**config.mk**
```make
export PLATFORM = sky130hd
export DESIGN_NAME = adcu_unit
export DESIGN_NICKNAME = d
export VERILOG_FILES = /design/src/rtl/adcu_pkg.sv /design/src/rtl/adcu_flag_eval.sv /design/src/rtl/adcu_nibble_add.sv /design/src/rtl/adcu_unit.sv
export SDC_FILE = /design/constraint.sdc
export NUM_CORES = 1
export LEC_CHECK = 0
export BUFFER_PORTS_ARGS = -buffer_cell sky130_fd_sc_hd__buf_2
export CORE_UTILIZATION = 54
export DETAILED_ROUTE_END_ITERATION = 12
export PLACE_DENSITY = 0.91
export SYNTH_ARGS = -nofsm -noshare
export SYNTH_HDL_FRONTEND = slang
export SYNTH_SLANG_ARGS = --single-unit
```
**constraint.sdc**
```tcl
create_clock -name mclk -period 8 [get_ports mclk]
set_input_delay 1.6 -clock mclk [delete_from_list [all_inputs] [get_ports mclk]]
set_output_delay 1.6 -clock mclk [all_outputs]
set_load 0.01 [all_outputs]
```
**src/rtl/adcu_pkg.sv**
```systemverilog
// Purpose: Shared constants and types of the add-with-carry unit
// Assumes: Eight-bit data path, six condition flags
// Notes:   Flag vector order is fixed here and used by the flag evaluator and the unit
package adcu_pkg;

    localparam int unsigned DATA_W  = 8;
    localparam int unsigned NIB_W   = 4;
    localparam int unsigned ADDR_W  = 8;
    localparam int unsigned FLAG_W  = 6;

    // Flag positions inside the six-bit flag vector
    localparam int unsigned FLG_C   = 5;
    localparam int unsigned FLG_Z   = 4;
    localparam int unsigned FLG_S   = 3;
    localparam int unsigned FLG_V   = 2;
    localparam int unsigned FLG_D   = 1;
    localparam int unsigned FLG_H   = 0;

    localparam logic [5:0] FLAGS_RST = 6'h00;
    localparam logic [7:0] DATA_RST  = 8'h00;
    localparam logic [7:0] ZERO_BYTE = 8'h00;

    // Cycles from an accepted start to the write-back strobe
    localparam int unsigned EXEC_LAT = 2;

    typedef enum logic [1:0] {
        ST_IDLE   = 2'b00,
        ST_CALC   = 2'b01,
        ST_COMMIT = 2'b10
    } adcu_state_t;

endpackage

```
**src/rtl/adcu_flag_eval.sv**
```systemverilog
// Purpose: Derives the six condition flags of an add with carry
// Assumes: Sum and carries come from the nibble adder chain
// Notes:   Combinational; the caller registers the result
`timescale 1ns/100ps
`default_nettype none
module adcu_flag_eval (
    input  wire logic [7:0] opA,
    input  wire logic [7:0] opB,
    input  wire logic [7:0] sum,
    input  wire logic       carryHalf,
    input  wire logic       carryOut,
    output logic      [5:0] flags
);

    always_comb begin
        flags                   = adcu_pkg::FLAGS_RST;
        flags[adcu_pkg::FLG_C]  = carryOut;
        flags[adcu_pkg::FLG_Z]  = (sum == adcu_pkg::ZERO_BYTE);
        flags[adcu_pkg::FLG_S]  = sum[7];
        // Same-signed operands giving a result of the other sign
        flags[adcu_pkg::FLG_V]  = (opA[7] == opB[7]) &&
                                  (sum[7] != opA[7]);
        flags[adcu_pkg::FLG_D]  = 1'b0;
        flags[adcu_pkg::FLG_H]  = carryHalf;
    end

endmodule
`default_nettype wire

```
**src/rtl/adcu_nibble_add.sv**
```systemverilog
// Purpose: Ripple adder slice with carry in and carry out
// Assumes: Purely combinational, width set by parameter
// Notes:   Two slices chained give the half-carry for free
`timescale 1ns/100ps
`default_nettype none
module adcu_nibble_add #(
    parameter int unsigned W = 4
) (
    input  wire logic [W-1:0] a,
    input  wire logic [W-1:0] b,
    input  wire logic         cin,
    output logic      [W-1:0] sum,
    output logic              cout
);

    logic [W:0] carry;

    assign carry[0] = cin;

    genvar i;
    generate
        for (i = 0; i < W; i++) begin : g_bit
            assign sum[i]     = a[i] ^ b[i] ^ carry[i];
            assign carry[i+1] = (a[i] & b[i]) | (carry[i] & (a[i] ^ b[i]));
        end
    endgenerate

    assign cout = carry[W];

endmodule
`default_nettype wire

```
**src/rtl/adcu_unit.sv**
```systemverilog
// Purpose: Add-with-carry execution unit with its own flag register
// Assumes: Operands come from the register file already fetched
// Notes:   Result and flags leave together; one op per two cycles
`timescale 1ns/100ps
`default_nettype none
module adcu_unit #(
    parameter int unsigned DATA_W = adcu_pkg::DATA_W,
    parameter int unsigned ADDR_W = adcu_pkg::ADDR_W
) (
    input  wire logic              mclk,
    input  wire logic              rst,
    input  wire logic              ce,
    input  wire logic              start,
    input  wire logic [DATA_W-1:0] dstVal,
    input  wire logic [DATA_W-1:0] srcVal,
    input  wire logic [ADDR_W-1:0] dstAddr,
    input  wire logic [ADDR_W-1:0] srcAddr,
    input  wire logic              flagLoad,
    input  wire logic [5:0]        flagIn,
    output logic                   ready,
    output logic                   wrEn,
    output logic      [ADDR_W-1:0] wrAddr,
    output logic      [DATA_W-1:0] wrData,
    output logic      [5:0]        flags
);

    localparam int unsigned NIB = adcu_pkg::NIB_W;

    adcu_pkg::adcu_state_t state_q;
    adcu_pkg::adcu_state_t state_d;

    logic [DATA_W-1:0] opA_q;
    logic [DATA_W-1:0] opA_d;
    logic [DATA_W-1:0] opB_q;
    logic [DATA_W-1:0] opB_d;
    logic              cin_q;
    logic              cin_d;
    logic [ADDR_W-1:0] dAddr_q;
    logic [ADDR_W-1:0] dAddr_d;
    logic [ADDR_W-1:0] sAddr_q;
    logic [ADDR_W-1:0] sAddr_d;

    logic              wrEn_q;
    logic              wrEn_d;
    logic [ADDR_W-1:0] wrAddr_q;
    logic [ADDR_W-1:0] wrAddr_d;
    logic [DATA_W-1:0] wrData_q;
    logic [DATA_W-1:0] wrData_d;
    logic [5:0]        flags_q;
    logic [5:0]        flags_d;

    logic [DATA_W-1:0] sum;
    logic [DATA_W/NIB:0] nibCarry;
    logic [5:0]        newFlags;
    logic              accept;

    // A new op may start while the previous one is committing, since
    // the carry it needs is already in the flag register by then.
    assign ready  = (state_q != adcu_pkg::ST_CALC);
    assign accept = start && ready;

    // One carry chain of nibble slices; the chain is sign-agnostic
    assign nibCarry[0] = cin_q;

    genvar n;
    generate
        for (n = 0; n < DATA_W / NIB; n++) begin : g_nib
            adcu_nibble_add #(
                .W    (NIB)
            ) u_add (
                .a    (opA_q[n*NIB +: NIB]),
                .b    (opB_q[n*NIB +: NIB]),
                .cin  (nibCarry[n]),
                .sum  (sum[n*NIB +: NIB]),
                .cout (nibCarry[n+1])
            );
        end
    endgenerate

    adcu_flag_eval u_flags (
        .opA       (opA_q),
        .opB       (opB_q),
        .sum       (sum),
        .carryHalf (nibCarry[1]),
        .carryOut  (nibCarry[DATA_W/NIB]),
        .flags     (newFlags)
    );

    // Sequencer and operand capture
    always_comb begin
        state_d = state_q;
        opA_d   = opA_q;
        opB_d   = opB_q;
        cin_d   = cin_q;
        dAddr_d = dAddr_q;
        sAddr_d = sAddr_q;
        case (state_q)
            adcu_pkg::ST_IDLE,
            adcu_pkg::ST_COMMIT: begin
                state_d = adcu_pkg::ST_IDLE;
                if (accept) begin
                    state_d = adcu_pkg::ST_CALC;
                    opA_d   = dstVal;
                    opB_d   = srcVal;
                    dAddr_d = dstAddr;
                    sAddr_d = srcAddr;
                    // Carry from the last instruction feeds multi-byte sums
                    cin_d   = flags_q[adcu_pkg::FLG_C];
                end
            end
            adcu_pkg::ST_CALC: begin
                state_d = adcu_pkg::ST_COMMIT;
            end
            default: begin
                state_d = adcu_pkg::ST_IDLE;
            end
        endcase
    end

    always_ff @(posedge mclk) begin
        if (rst) begin
            state_q <= adcu_pkg::ST_IDLE;
            opA_q   <= adcu_pkg::DATA_RST;
            opB_q   <= adcu_pkg::DATA_RST;
            cin_q   <= 1'b0;
            dAddr_q <= '0;
            sAddr_q <= '0;
        end else if (ce) begin
            state_q <= state_d;
            opA_q   <= opA_d;
            opB_q   <= opB_d;
            cin_q   <= cin_d;
            dAddr_q <= dAddr_d;
            sAddr_q <= sAddr_d;
        end
    end

    // Write-back and flag register
    always_comb begin
        wrEn_d   = 1'b0;
        wrAddr_d = wrAddr_q;
        wrData_d = wrData_q;
        flags_d  = flags_q;
        if (state_q == adcu_pkg::ST_CALC) begin
            wrEn_d   = 1'b1;
            // Only the destination address is ever driven out
            wrAddr_d = dAddr_q;
            wrData_d = sum;
            flags_d  = newFlags;
        end else if (flagLoad) begin
            // Outside loads lose to a commit so flags match the result
            flags_d  = flagIn;
        end
    end

    always_ff @(posedge mclk) begin
        if (rst) begin
            wrEn_q   <= 1'b0;
            wrAddr_q <= '0;
            wrData_q <= adcu_pkg::DATA_RST;
            flags_q  <= adcu_pkg::FLAGS_RST;
        end else if (ce) begin
            wrEn_q   <= wrEn_d;
            wrAddr_q <= wrAddr_d;
            wrData_q <= wrData_d;
            flags_q  <= flags_d;
        end
    end

    assign wrEn   = wrEn_q;
    assign wrAddr = wrAddr_q;
    assign wrData = wrData_q;
    assign flags  = flags_q;

    // Reference model for the checks below
    logic [DATA_W:0] refSum;
    logic [NIB:0]    refNib;
    logic            calcStep;

    assign refSum   = {1'b0, opA_q} + {1'b0, opB_q} + {{DATA_W{1'b0}}, cin_q};
    assign refNib   = {1'b0, opA_q[NIB-1:0]} + {1'b0, opB_q[NIB-1:0]} +
                      {{NIB{1'b0}}, cin_q};
    assign calcStep = ce && (state_q == adcu_pkg::ST_CALC);
endmodule
`default_nettype wire

```
After elaboration in Yosys (flattened, before gate mapping)
Index checks and enable logic that the tools add are counted.
{"block": "classes", "mux": 5, "n_reduce_logical": 9, "addsub": 0, "n_div": 0, "n_mul": 0, "magnitude_cmp": 0, "eq_ne": 5, "shift": 0, "bitwise_logic": 40}
{"operator": "bitwise AND 1 bit", "count": 16}
{"operator": "XOR 1 bit", "count": 16}
{"operator": "2-to-1 mux 6 bit", "count": 2}
{"operator": "logical NOT 8 bit", "count": 1}
{"operator": "OR 1 bit", "count": 8}
{"operator": "case mux 2 bit (2 select lines)", "count": 1}
{"operator": "AND reduction 2 bit", "count": 2}
{"operator": "AND reduction 3 bit", "count": 1}
{"operator": "equality test 2 x 1 -> 1 bit (second input constant)", "count": 1}
{"operator": "equality test 2 bit (second input constant)", "count": 1}
{"operator": "logical AND 1 bit", "count": 2}
{"operator": "logical NOT 2 bit", "count": 1}
{"operator": "2-to-1 mux 1 bit", "count": 2}
{"operator": "inequality test 2 x 1 -> 1 bit (second input constant)", "count": 1}
{"operator": "nonzero test 2 bit", "count": 1}
{"operator": "OR reduction 2 bit", "count": 1}
{"operator": "equality test 1 bit", "count": 1}
{"operator": "inequality test 1 bit", "count": 1}
{"block": "word_totals", "elab_cells": 68, "mem_count": 0, "rom_bits": 0, "ram_bits": 0, "reg_bits": 50, "latchBits": 0, "input_bits": 43}

Depth between registers and ports, before layout
Gate-level depths: netlist (run 1).
{"block": "logic_depth", "depth_word": 19, "ltp_mapped": 16}

Modules after synthesis
From an unflattened synthesis (run 1), not the netlist that was laid out.
{"block": "unflattened", "cells_unflattened": 266, "area_unflattened_um2": 2180.8}
{"mod": "adcu_unit", "n_inst": 1, "cells_per_inst": 227, "area_per_inst_um2": 1875.5}
{"mod": "adcu_nibble_add", "n_inst": 2, "cells_per_inst": 14, "area_per_inst_um2": 117.6}
{"mod": "adcu_flag_eval", "n_inst": 1, "cells_per_inst": 11, "area_per_inst_um2": 70.1}

Worst setup path before layout (run 1)
Ideal clock, no wire load.
{"block": "synth_timing", "kind": "register to register", "startpoint": "register cin_q", "endpoint": "register flags_q[2], in the netlist flags[2]", "synth_period_minus_slack_ns": 4.283, "slack_ns": 3.717, "t_arrival_ns": 4.197, "stages_incl_launch_ff": 17, "path_cell_list": "dfxtp_1 -> inv_1 -> fa_1 -> inv_1 -> fa_1 -> fa_1 -> inv_1 -> fa_1 -> inv_1 -> fa_1 -> fa_1 -> fa_1 -> inv_1 -> fa_1 -> xor2_1 -> or3_1 -> a221oi_2"}
{"block": "synth_via", "elab_chain_len": 18}
{"element": "start, declared", "line_no": "adcu_unit.sv:36", "source": "logic cin_q;"}
{"element": "start signal, assigned", "line_no": "adcu_unit.sv:132", "source": "cin_q <= cin_d;"}
{"element": "bitwise AND 1 bit", "line_no": "adcu_nibble_add.sv:24", "source": "assign carry[i+1] = (a[i] & b[i]) | (carry[i] & (a[i] ^ b[i]));"}
{"element": "OR 1 bit", "line_no": "adcu_nibble_add.sv:24"}
{"element": "bitwise AND 1 bit", "line_no": "adcu_nibble_add.sv:24"}
{"element": "OR 1 bit", "line_no": "adcu_nibble_add.sv:24"}
{"element": "bitwise AND 1 bit", "line_no": "adcu_nibble_add.sv:24"}
{"element": "OR 1 bit", "line_no": "adcu_nibble_add.sv:24"}
{"element": "bitwise AND 1 bit", "line_no": "adcu_nibble_add.sv:24"}
{"element": "OR 1 bit", "line_no": "adcu_nibble_add.sv:24"}
{"element": "[... 2 more ...]"}
{"element": "bitwise AND 1 bit", "line_no": "adcu_nibble_add.sv:24"}
{"element": "OR 1 bit", "line_no": "adcu_nibble_add.sv:24"}
{"element": "bitwise AND 1 bit", "line_no": "adcu_nibble_add.sv:24"}
{"element": "OR 1 bit", "line_no": "adcu_nibble_add.sv:24"}
{"element": "XOR 1 bit", "line_no": "adcu_nibble_add.sv:23", "source": "assign sum[i] = a[i] ^ b[i] ^ carry[i];"}
{"element": "inequality test 1 bit", "line_no": "adcu_flag_eval.sv:22", "source": "(sum[7] != opA[7]);"}
{"element": "logical AND 1 bit", "line_no": "adcu_flag_eval.sv:21", "source": "flags[adcu_pkg::FLG_V] = (opA[7] == opB[7]) &&"}
{"element": "2-to-1 mux 6 bit", "line_no": "adcu_unit.sv:144", "source": "if (state_q == adcu_pkg::ST_CALC) begin"}
{"element": "end signal, assigned", "line_no": "adcu_unit.sv:161", "source": "flags_q <= adcu_pkg::FLAGS_RST;"}
{"element": "end signal, assigned", "line_no": "adcu_unit.sv:166", "source": "flags_q <= flags_d;"}
{"element": "end, declared", "line_no": "adcu_unit.sv:49", "source": "logic [5:0] flags_q;"}
No other way between the ends.
A chain may end at the register's enable or synchronous reset.

Worst setup path after layout (run 1)
{"block": "layout_timing", "startpoint": "register opB_q[0]", "endpoint": "register flags_q[2], in the netlist flags[2]"}
{"block": "layout_via", "elab_chain_len": 19, "word_cells_on_any_way": 20}
{"element": "start, declared", "line_no": "adcu_unit.sv:34", "source": "logic [DATA_W-1:0] opB_q;"}
{"element": "start signal, assigned", "line_no": "adcu_unit.sv:124", "source": "opB_q <= adcu_pkg::DATA_RST;"}
{"element": "start signal, assigned", "line_no": "adcu_unit.sv:131", "source": "opB_q <= opB_d;"}
{"element": "XOR 1 bit", "line_no": "adcu_nibble_add.sv:24"}
{"element": "bitwise AND 1 bit", "line_no": "adcu_nibble_add.sv:24"}
{"element": "OR 1 bit *", "line_no": "adcu_nibble_add.sv:24"}
{"element": "bitwise AND 1 bit *", "line_no": "adcu_nibble_add.sv:24"}
{"element": "OR 1 bit *", "line_no": "adcu_nibble_add.sv:24"}
{"element": "bitwise AND 1 bit *", "line_no": "adcu_nibble_add.sv:24"}
{"element": "OR 1 bit *", "line_no": "adcu_nibble_add.sv:24"}
{"element": "bitwise AND 1 bit *", "line_no": "adcu_nibble_add.sv:24"}
{"element": "[... 3 more ...]"}
{"element": "bitwise AND 1 bit *", "line_no": "adcu_nibble_add.sv:24"}
{"element": "OR 1 bit *", "line_no": "adcu_nibble_add.sv:24"}
{"element": "bitwise AND 1 bit *", "line_no": "adcu_nibble_add.sv:24"}
{"element": "OR 1 bit *", "line_no": "adcu_nibble_add.sv:24"}
{"element": "XOR 1 bit *", "line_no": "adcu_nibble_add.sv:23"}
{"element": "inequality test 1 bit *", "line_no": "adcu_flag_eval.sv:22"}
{"element": "logical AND 1 bit *", "line_no": "adcu_flag_eval.sv:21"}
{"element": "2-to-1 mux 6 bit *", "line_no": "adcu_unit.sv:144"}
Mark *: on every way between the ends. The rest lies on a longest branch, timed or not.

==> results of run 1 <==
-- worst paths after layout --
path | from | to | slack, ns | cells after the start
worst max-delay path | opB_q[0] | flags[2] | 3.45 | 16
worst max register to register | opB_q[0] | flags[2] | 3.45 | 16
worst min-delay path | wrAddr[7] | wrAddr[7] | 0.46 | 2
worst min register to register | wrAddr[7] | wrAddr[7] | 0.46 | 2
-- power breakdown --
part / switching, mW / internal, mW / leakage (nW)
clock network: 0.0793 / 0.0938 / 0.0554
registers: 0.00614 / 0.253 / 0.399
logic: 0.0296 / 0.0222 / 0.560
-- layout make-up --
class / count / area (sq um)
clock buffer: 6 / 72.6
clock inverter: 2 / 38.8
fill: 323 / 1210
inverter: 14 / 52.6
multi-input combinational: 168 / 960
sequential: 49 / 981
tap: 48 / 60.1
timing repair buffer: 58 / 290
-- per-stage QoR --
stage / instance area, sq um / instances / hold slack, ns
after CTS: 2450 / 345 / 0.458
after global routing: 2450 / 345 / 0.472
final: 2450 / 345 / 0.456
after detailed placement: 2340 / 337 / 0.445
after floorplan: 2060 / 247 / 0.432
after global placement: 2340 / 337 / 0.438
-- registers in the layout (all words and copies together), names as in the netlist --
register,cells
opA_q,8
cin_q,1
wrEn,1
opB_q,8
flags,6
wrAddr,8
wrData,8
state_q,1
dAddr_q,8
-- placed cells by master, fill, tap and decap left out, drive strengths merged, types with 2 or more instances in the layout --
cell      n
a2111oi   2
a211oi    3
a21oi    43
and3b     2
buf      58
clkbuf    6
dfxtp    49
fa        8
inv      14
nand2    77
nand3b    3
nor2      5
nor2b     2
nor3      2
nor3b     2
o21ai     3
or3       2
-- routing by layer --
metal  vias up  GRT usage, %  share of wire (%)
met4         0          8.24                1.5
met2        36          38.8                 49
li1        902             -                  -
met5         -             0                  0
met3         8          5.36                4.1
met1       819          27.5                 45
-- cell families (layout without fill, tap and decap cells) --
logic type | Yosys count | in the layout | synth area share (%)
fa+ha+maj | 9 | 9 | 8.38
compound gates | 56 | 56 | 15.6
simple gates | 101 | 101 | 21.7
mux | 1 | 1 | 0.486
flops | 49 | 49 | 47.6
buf+inv | 30 | 80 | 5.77
xor+xnor | 1 | 1 | 0.425
-- tightest hold or removal path: cells and delay by family, from the launching register on --
family | cells | cell delay, ns
simple gates | 1 | 0.05
compound gates | 1 | 0.05
flops | 1 | 0.32
==> flow_summary.toml, run 1 <==
[routing]
vias = 1765
ant_nets = 0
drt_iter0_drc = 96
totalWireLength_mm = 4.10
avgViaCountPerCell = 5.12
drt-pass1-iter-count = 4
drc_errors = 0
wl_per_cell_um = 11.9

[synth]
synth_top_area_cell = "dfxtp_1"
synth-main-ff-cell = "dfxtp_1"
yosys-top-cells-count = "nand2_1, dfxtp_1, a21oi_1"
async_reset_ff_share_pct = 0
yosysTopAreaCellShare_pct = 47.6
syn_inst = 247
yosysMostFrequentCell = "nand2_1"
synth.net_count = 299
syn_avg_cell_area_sq_um = 8.34
ys_seq_area_share_pct = 47.6
yosysWarnings = 0
synth_enable_flop_cells = 0
synth_cell_types = 35
yosys_register_bits = 49
synth_area_leaders = "dfxtp_1, nand2_1, a21oi_1, fa_1, inv_1"
synth_area_sq_um = 2060

[global_route]
grt_max_degree = 53
overflow = 0
antenna_found_initial = 0
grt_pass1_vias = 1671
grt_pass1_wl_mm = 7.11
track_usage_pct = 22.6

[min_path]
hp-class = "flop to flop"

[power]
peakVddDrop_mv = 0.100
power.density_nw_per_um2 = 197
leakage_nw = 1.01
power.total_mw = 0.484

[clock_network]
clk_pin_slew_worst_paths_ns = 0.09
ctsResizeCount = 0
cts_max_level = 2
cts_root_buffer = "clkbuf_8"
clk_latency_ns = 0.30
cts_made_buffers = 5
cts_setup_buffers = 0
cts_hold_buf = 0
tritoncts = "yes"
cts_sinks = 49
clock_path_buffers = 2

[outcome]
status = "finished, final reports clean"

[floorplanning]
dieArea_sq_um = 4060
core.rowCount = 22
start_util_pct = 56.3
num_io_pins = 67
core_sq_um = 3660
die_h_um = 63.8
die_width_um = 63.8

[timing]
slew_viol_final = 0
hold_violations = 0
period_minus_slack_ns = 4.55
rsz0062_at_grt = "no"
fmax_ghz = 0.220
period_share_pct = 56.8
tns_ns = 0
clock_skew_ns = 0.00872
postLayoutSetupSlackWorst_ns = 3.45
worstMarginPinSlew_ns = 0.927
slew_headroom_pct = 38.0
finalSetupViolCount = 0

[setup_path]
crit_family = "adder cells"
worst_setup_path_start_kind = "flop"
worst-path-buf-inv = 5
critPathMaxFanout = 4
crit_type = "flop to flop"
cpMostUsedCell = "fa_1"
cp-end-kind = "flop"
critPathMaxStageDelay_ns = 0.47
cp_cell_sequence = "inv_1 > fa_1 > inv_1 > fa_1 > fa_1 > inv_1 > fa_1 > inv_1 > fa_1 > fa_1 > fa_1 > inv_1 > fa_1 > xor2_1 > or3_1 > a221oi_2"
cp.required_ns = 8.21
critPathSlowestCell = "fa_1"
crit_arrival_ns = 4.76

[placement]
placement.io_buffers = 58
gp_congestion = 0.769
place_ws_ns = 3.50
dp_hpwl_mm = 2.83

[layout]
post-route-util_pct = 67.1
final_nets = 348
drive_above_1_share_pct = 22.9
syn_to_final_growth_pct = 19.2
diodes = 0

[run]
maxCapViolCount = 0
No activity file was read; power rests on OpenSTA's default activity.
==> run 2: changes to the inputs <==
- CORE_UTILIZATION: 54 -> 50
- PLACE_DENSITY: 0.91 -> 0.86
- clock period: 8 -> 4.25 ns (I/O delays scaled with it)
==> run 2 against run 1 <==
Sequential power is 89% higher. Count of clock-buffer cells in the layout unchanged. Cell count rose by 0.87%. Global-route usage down 0.39 points. Fmax up 12%. Clock skew shrank 0.0048 ns. Critical path depth unchanged. Hold slack worse by 0.0032 ns. Final area increased by 1.9%. Total power increased by 89%. First-iteration DRC count up 4.2%. Largest cell class is now multi-input combinational cells.
==> flow_summary.toml, run 2 (same netlist as run 1, synthesis figures left out) <==
[routing]
wl_per_cell_um = 12.2
ant_nets = 0
vias = 1776
drt-pass1-iter-count = 4
drc_errors = 0
drt_iter0_drc = 100
totalWireLength_mm = 4.25
avgViaCountPerCell = 5.10

[clock_network]
cts_made_buffers = 5
cts_hold_buf = 0
cts_root_buffer = "clkbuf_8"
clk_latency_ns = 0.30
clk_pin_slew_worst_paths_ns = 0.08
cts_max_level = 2
clock_path_buffers = 2
cts_sinks = 49
tritoncts = "yes"

[floorplanning]
start_util_pct = 54.2
core_sq_um = 3800
core.rowCount = 22
die_h_um = 66.2
num_io_pins = 67
die_width_um = 66.2
dieArea_sq_um = 4380

[setup_path]
reg2reg_depth = 16
startpoint = "opB_q[0]"
reg2reg_from = "opB_q[0]"
critPathMaxFanout = 3
crit_arrival_ns = 4.26
timing.reg2reg.setup_slack_ns = 0.21
crit_type = "flop to flop"
cp.required_ns = 4.47
cp-end-kind = "flop"
worst_setup_path_start_kind = "flop"
reg2reg_to = "flags[2]"

[power]
clkPwrFrac_pct = 35.5
seq_power_share_pct = 53.4
power.switching_mw = 0.218
peakVddDrop_mv = 0.352
power.density_nw_per_um2 = 366
leakage_nw = 1.02
p_comb_share_pct = 11.1
p_int_mw = 0.699
switching_share_pct = 23.8

[placement]
placement.io_buffers = 58
placed_cells = 339
dp_hpwl_mm = 2.94
post_dp_cell_area_sq_um = 2360
gp_congestion = 0.779
place_ws_ns = -0.150

[global_route]
grt_pass1_vias = 1680
overflow = 0
grt_pass1_wl_mm = 7.27
track_usage_pct = 22.3
antenna_found_initial = 0
grt_max_degree = 53

[timing]
period_minus_slack_ns = 4.04
rsz0062_at_grt = "no"
hold_violations = 0
period_share_pct = 95.2
fmax_ghz = 0.247
slew_headroom_pct = 36.4
postLayoutSetupSlackWorst_ns = 0.206
worstMarginPinSlew_ns = 0.951
finalSetupViolCount = 0
slew_viol_final = 0
clock_skew_ns = 0.00391

[layout]
fillCellCount = 353
fin_area_sq_um = 2500
diodes = 0
regArea_sq_um = 982
final_cells = 348
syn_to_final_growth_pct = 21.5
layout_common_cells = "nand2_1, buf_2, dfxtp_1, a21oi_1, inv_1"
final_common_cell = "nand2_1"
final_nets = 351
multi_input_area_sq_um = 983
drive_above_1_share_pct = 28.0
post-route-util_pct = 65.9

[min_path]
hp-class = "flop to flop"
holdPathEnd = "wrAddr[0]"
holdPathStages = 2
min-delay-start = "wrAddr[0]"

[run]
maxCapViolCount = 0

[outcome]
status = "finished, final reports clean"
## run 2: worst max-delay path by stage
| stage | endpoint | slack [ns] | depth (start not counted) |
|---|---|---|---|
| finish | flags[2] | 0.21 | 16 |
| global route | flags[4] | 0.04 | 18 |
| CTS | flags[2] | 0.02 | 16 |
| detailed placement | flags[2] | -0.15 | 16 |
| global placement | flags[2] | -0.10 | 16 |
| floorplan | flags[2] | 0.01 | 16 |
## run 2: power groups by stage
stage               registers (mW)  logic (mW)  clock network, mW
finish                       0.489       0.102              0.326
global route                 0.492       0.116              0.356
CTS                          0.489       0.101              0.333
detailed placement           0.500      0.0983                  0
global placement             0.498      0.0962                  0
floorplan                    0.500      0.0598                  0
## run 2: worst max-delay path, stage by stage, from the launching register on
cell and delay, ns:
dfxtp_2 0.33, inv_1 0.07, fa_1 0.16, inv_1 0.05, fa_2 0.34, fa_2 0.39
inv_2 0.07, fa_2 0.19, inv_2 0.05, fa_2 0.38, fa_2 0.38, fa_2 0.34
inv_2 0.06, fa_2 0.46, xor2_1 0.16, or3_1 0.32, a221oi_2 0.20
## run 2: final cells by class
cell class / count / share of cell area, %
flip-flops and latches: 49 / 39.3
multi-input cells: 168 / 39.3
clock inverters: 2 / 1.55
well taps: 48 / 2.40
clock buffers: 6 / 2.90
inverters: 14 / 2.10
repair buffers: 61 / 12.5
## run 2: layer usage
metal | part of all wire [%] | vias up | global-route usage, %
met5 | 0 | - | 0
li1 | - | 913 | -
met4 | 2.4 | 0 | 8.78
met2 | 49 | 44 | 37.8
met3 | 5.0 | 8 | 5.69
met1 | 44 | 811 | 26.7
## run 2: stage by stage
step / power, mW / setup TNS [ns] / hold WS, ns
CTS: 0.923 / 0 / 0.457
global placement: 0.594 / -0.182 / 0.439
floorplan: 0.560 / 0 / 0.432
detailed placement: 0.598 / -0.289 / 0.445
finish: 0.917 / 0 / 0.453
global route: 0.963 / 0 / 0.468
## run 2: what timing repair did
action                                  4_1_cts  5_1_grt
pin swaps                                     3        6
hold endpoints to repair                      0        0
gates resized for setup                       2       11
endpoints found under the setup margin        3        4
buffers inserted                              1        0
==> run 3: changes to the inputs <==
- PLACE_DENSITY: 0.86 -> 0.79
==> run 3 against run 2 <==
Worst setup slack got worse by 0.071 ns. Sequential share of layout area down 0.23 points. Register-to-register slack lost 0.07 ns. Total power increased by 6.1%. Hold slack improved by 0.00098 ns. Flip-flop and latch count is the same. Critical endpoint unchanged.
==> flow_summary.toml, run 3 (same netlist as run 1, synthesis figures left out) <==
[outcome]
status = "finished, final reports clean"

[floorplanning]
num_io_pins = 67
dieArea_sq_um = 4380
core.rowCount = 22
start_util_pct = 54.2
core_sq_um = 3800
die_width_um = 66.2
die_h_um = 66.2

[setup_path]
reg2reg_to = "flags[2]"
crit_arrival_ns = 4.34
cpMostUsedCell = "fa_2"
critPathSlowestCell = "fa_2"
timing.reg2reg.setup_slack_ns = 0.13
crit_family = "adder cells"
worst_setup_path_start_kind = "flop"
path_depth = 16
crit_type = "flop to flop"
reg2reg_depth = 16
cp-end-kind = "flop"
worst-path-buf-inv = 5
crit_end = "flags[2]"
reg2reg_from = "opB_q[0]"
cp.required_ns = 4.47
cp_cell_sequence = "inv_1 > fa_1 > inv_1 > fa_2 > fa_2 > inv_2 > fa_1 > inv_1 > fa_2 > fa_2 > fa_2 > inv_2 > fa_2 > xor2_1 > or3_1 > a221oi_2"
critPathMaxFanout = 3
critPathMaxStageDelay_ns = 0.46
startpoint = "opB_q[0]"

[layout]
drive_above_1_share_pct = 26.8
layout_common_cells = "nand2_1, buf_2, dfxtp_1, a21oi_1, inv_1"
final_cells = 347
final_common_cell = "nand2_1"
post-route-util_pct = 66.2
syn_to_final_growth_pct = 22.1
final_nets = 350
diodes = 0
fin_area_sq_um = 2510

[clock_network]
cts_max_level = 2
clock_path_buffers = 2
cts_sinks = 49
cts_made_buffers = 5
cts_root_buffer = "clkbuf_8"
clk_latency_ns = 0.30
clk_pin_slew_worst_paths_ns = 0.09
cts_hold_buf = 0
tritoncts = "yes"

[timing]
postLayoutSetupSlackWorst_ns = 0.135
slew_viol_final = 0
period_minus_slack_ns = 4.12
period_share_pct = 96.8
fmax_ghz = 0.243
finalHoldWorstSlack_ns = 0.454
finalSetupViolCount = 0
clock_skew_ns = 0.0139
hold_violations = 0
tns_ns = 0
worstMarginPinSlew_ns = 0.954
slew_headroom_pct = 36.2

[global_route]
track_usage_pct = 21.2
grt_max_degree = 53
grt_pass1_wl_mm = 6.93
overflow = 0
grt_pass1_vias = 1609
antenna_found_initial = 0

[placement]
placed_cells = 339
placement.io_buffers = 58
dp_hpwl_mm = 2.88
place_ws_ns = -0.157
gp_congestion = 0.766
post_dp_cell_area_sq_um = 2360

[power]
leakage_nw = 1.03
power.total_mw = 0.973
power.density_nw_per_um2 = 387
peakVddDrop_mv = 0.269

[min_path]
hp-class = "flop to flop"

[routing]
avgViaCountPerCell = 5.04
drt-pass1-iter-count = 4
wl_per_cell_um = 12.1
ant_nets = 0
drc_errors = 0
drt_iter0_drc = 103
totalWireLength_mm = 4.20
vias = 1748

[run]
maxCapViolCount = 0
-- run 3: cell count changes in the layout (fill, tap and decap cells not counted), sizes merged --
cell    change
bufinv      +1
buf         -1
clkbuf      -1
-- run 3: how the worst min path moves through the flow --
stage	startpoint	end	slack (ns)	depth (start not counted)
3_3_place_gp	dAddr_q[1]	wrAddr[1]	0.44	2
5_1_grt	dAddr_q[2]	dAddr_q[2]	0.48	2
6_report	wrAddr[0]	wrAddr[0]	0.45	2
4_1_cts	wrAddr[0]	wrAddr[0]	0.46	2
3_5_place_dp	wrAddr[0]	wrAddr[0]	0.44	2
2_1_floorplan	dAddr_q[0]	wrAddr[0]	0.43	2
-- run 3: worst register-to-register path, delay by kind of cell (launching register included) --
kind,cells,cell delay [ns]
buffers and inverters,5,0.32
flip-flops,1,0.33
AO/OA/AOI/OAI,1,0.20
AND/OR/NAND/NOR,1,0.32
XOR/XNOR,1,0.16
adder cells (fa/ha/maj),8,2.70
-- run 3: layout make-up --
class	count	area [sq um]
well taps	48	60.1
fillers	361	1280
clock buffers	5	68.8
flip-flops and latches	49	981
repair buffers	60	305
multi-input cells	168	981
inverters	14	52.6
clock inverters	3	65.1
-- run 3: repair_timing --
item	in CTS	in global routing
buffers inserted	0	0
endpoints found under the setup margin	3	2
resized for setup	4	5
pin swaps	2	3
-- run 3: layer usage --
metal / wire length (um) / vias up / track usage (%)
met5: 0 / - / 0
met4: 42 / 0 / 7.71
met3: 183 / 4 / 5.17
met2: 1950 / 42 / 36.1
met1: 2020 / 793 / 25.7
li1: - / 909 / -
-- run 3: where the power goes --
part	internal [mW]	switching, mW
Combinational	0.0436	0.0562
Sequential	0.477	0.0118
Clock	0.234	0.151
Total	0.754	0.219
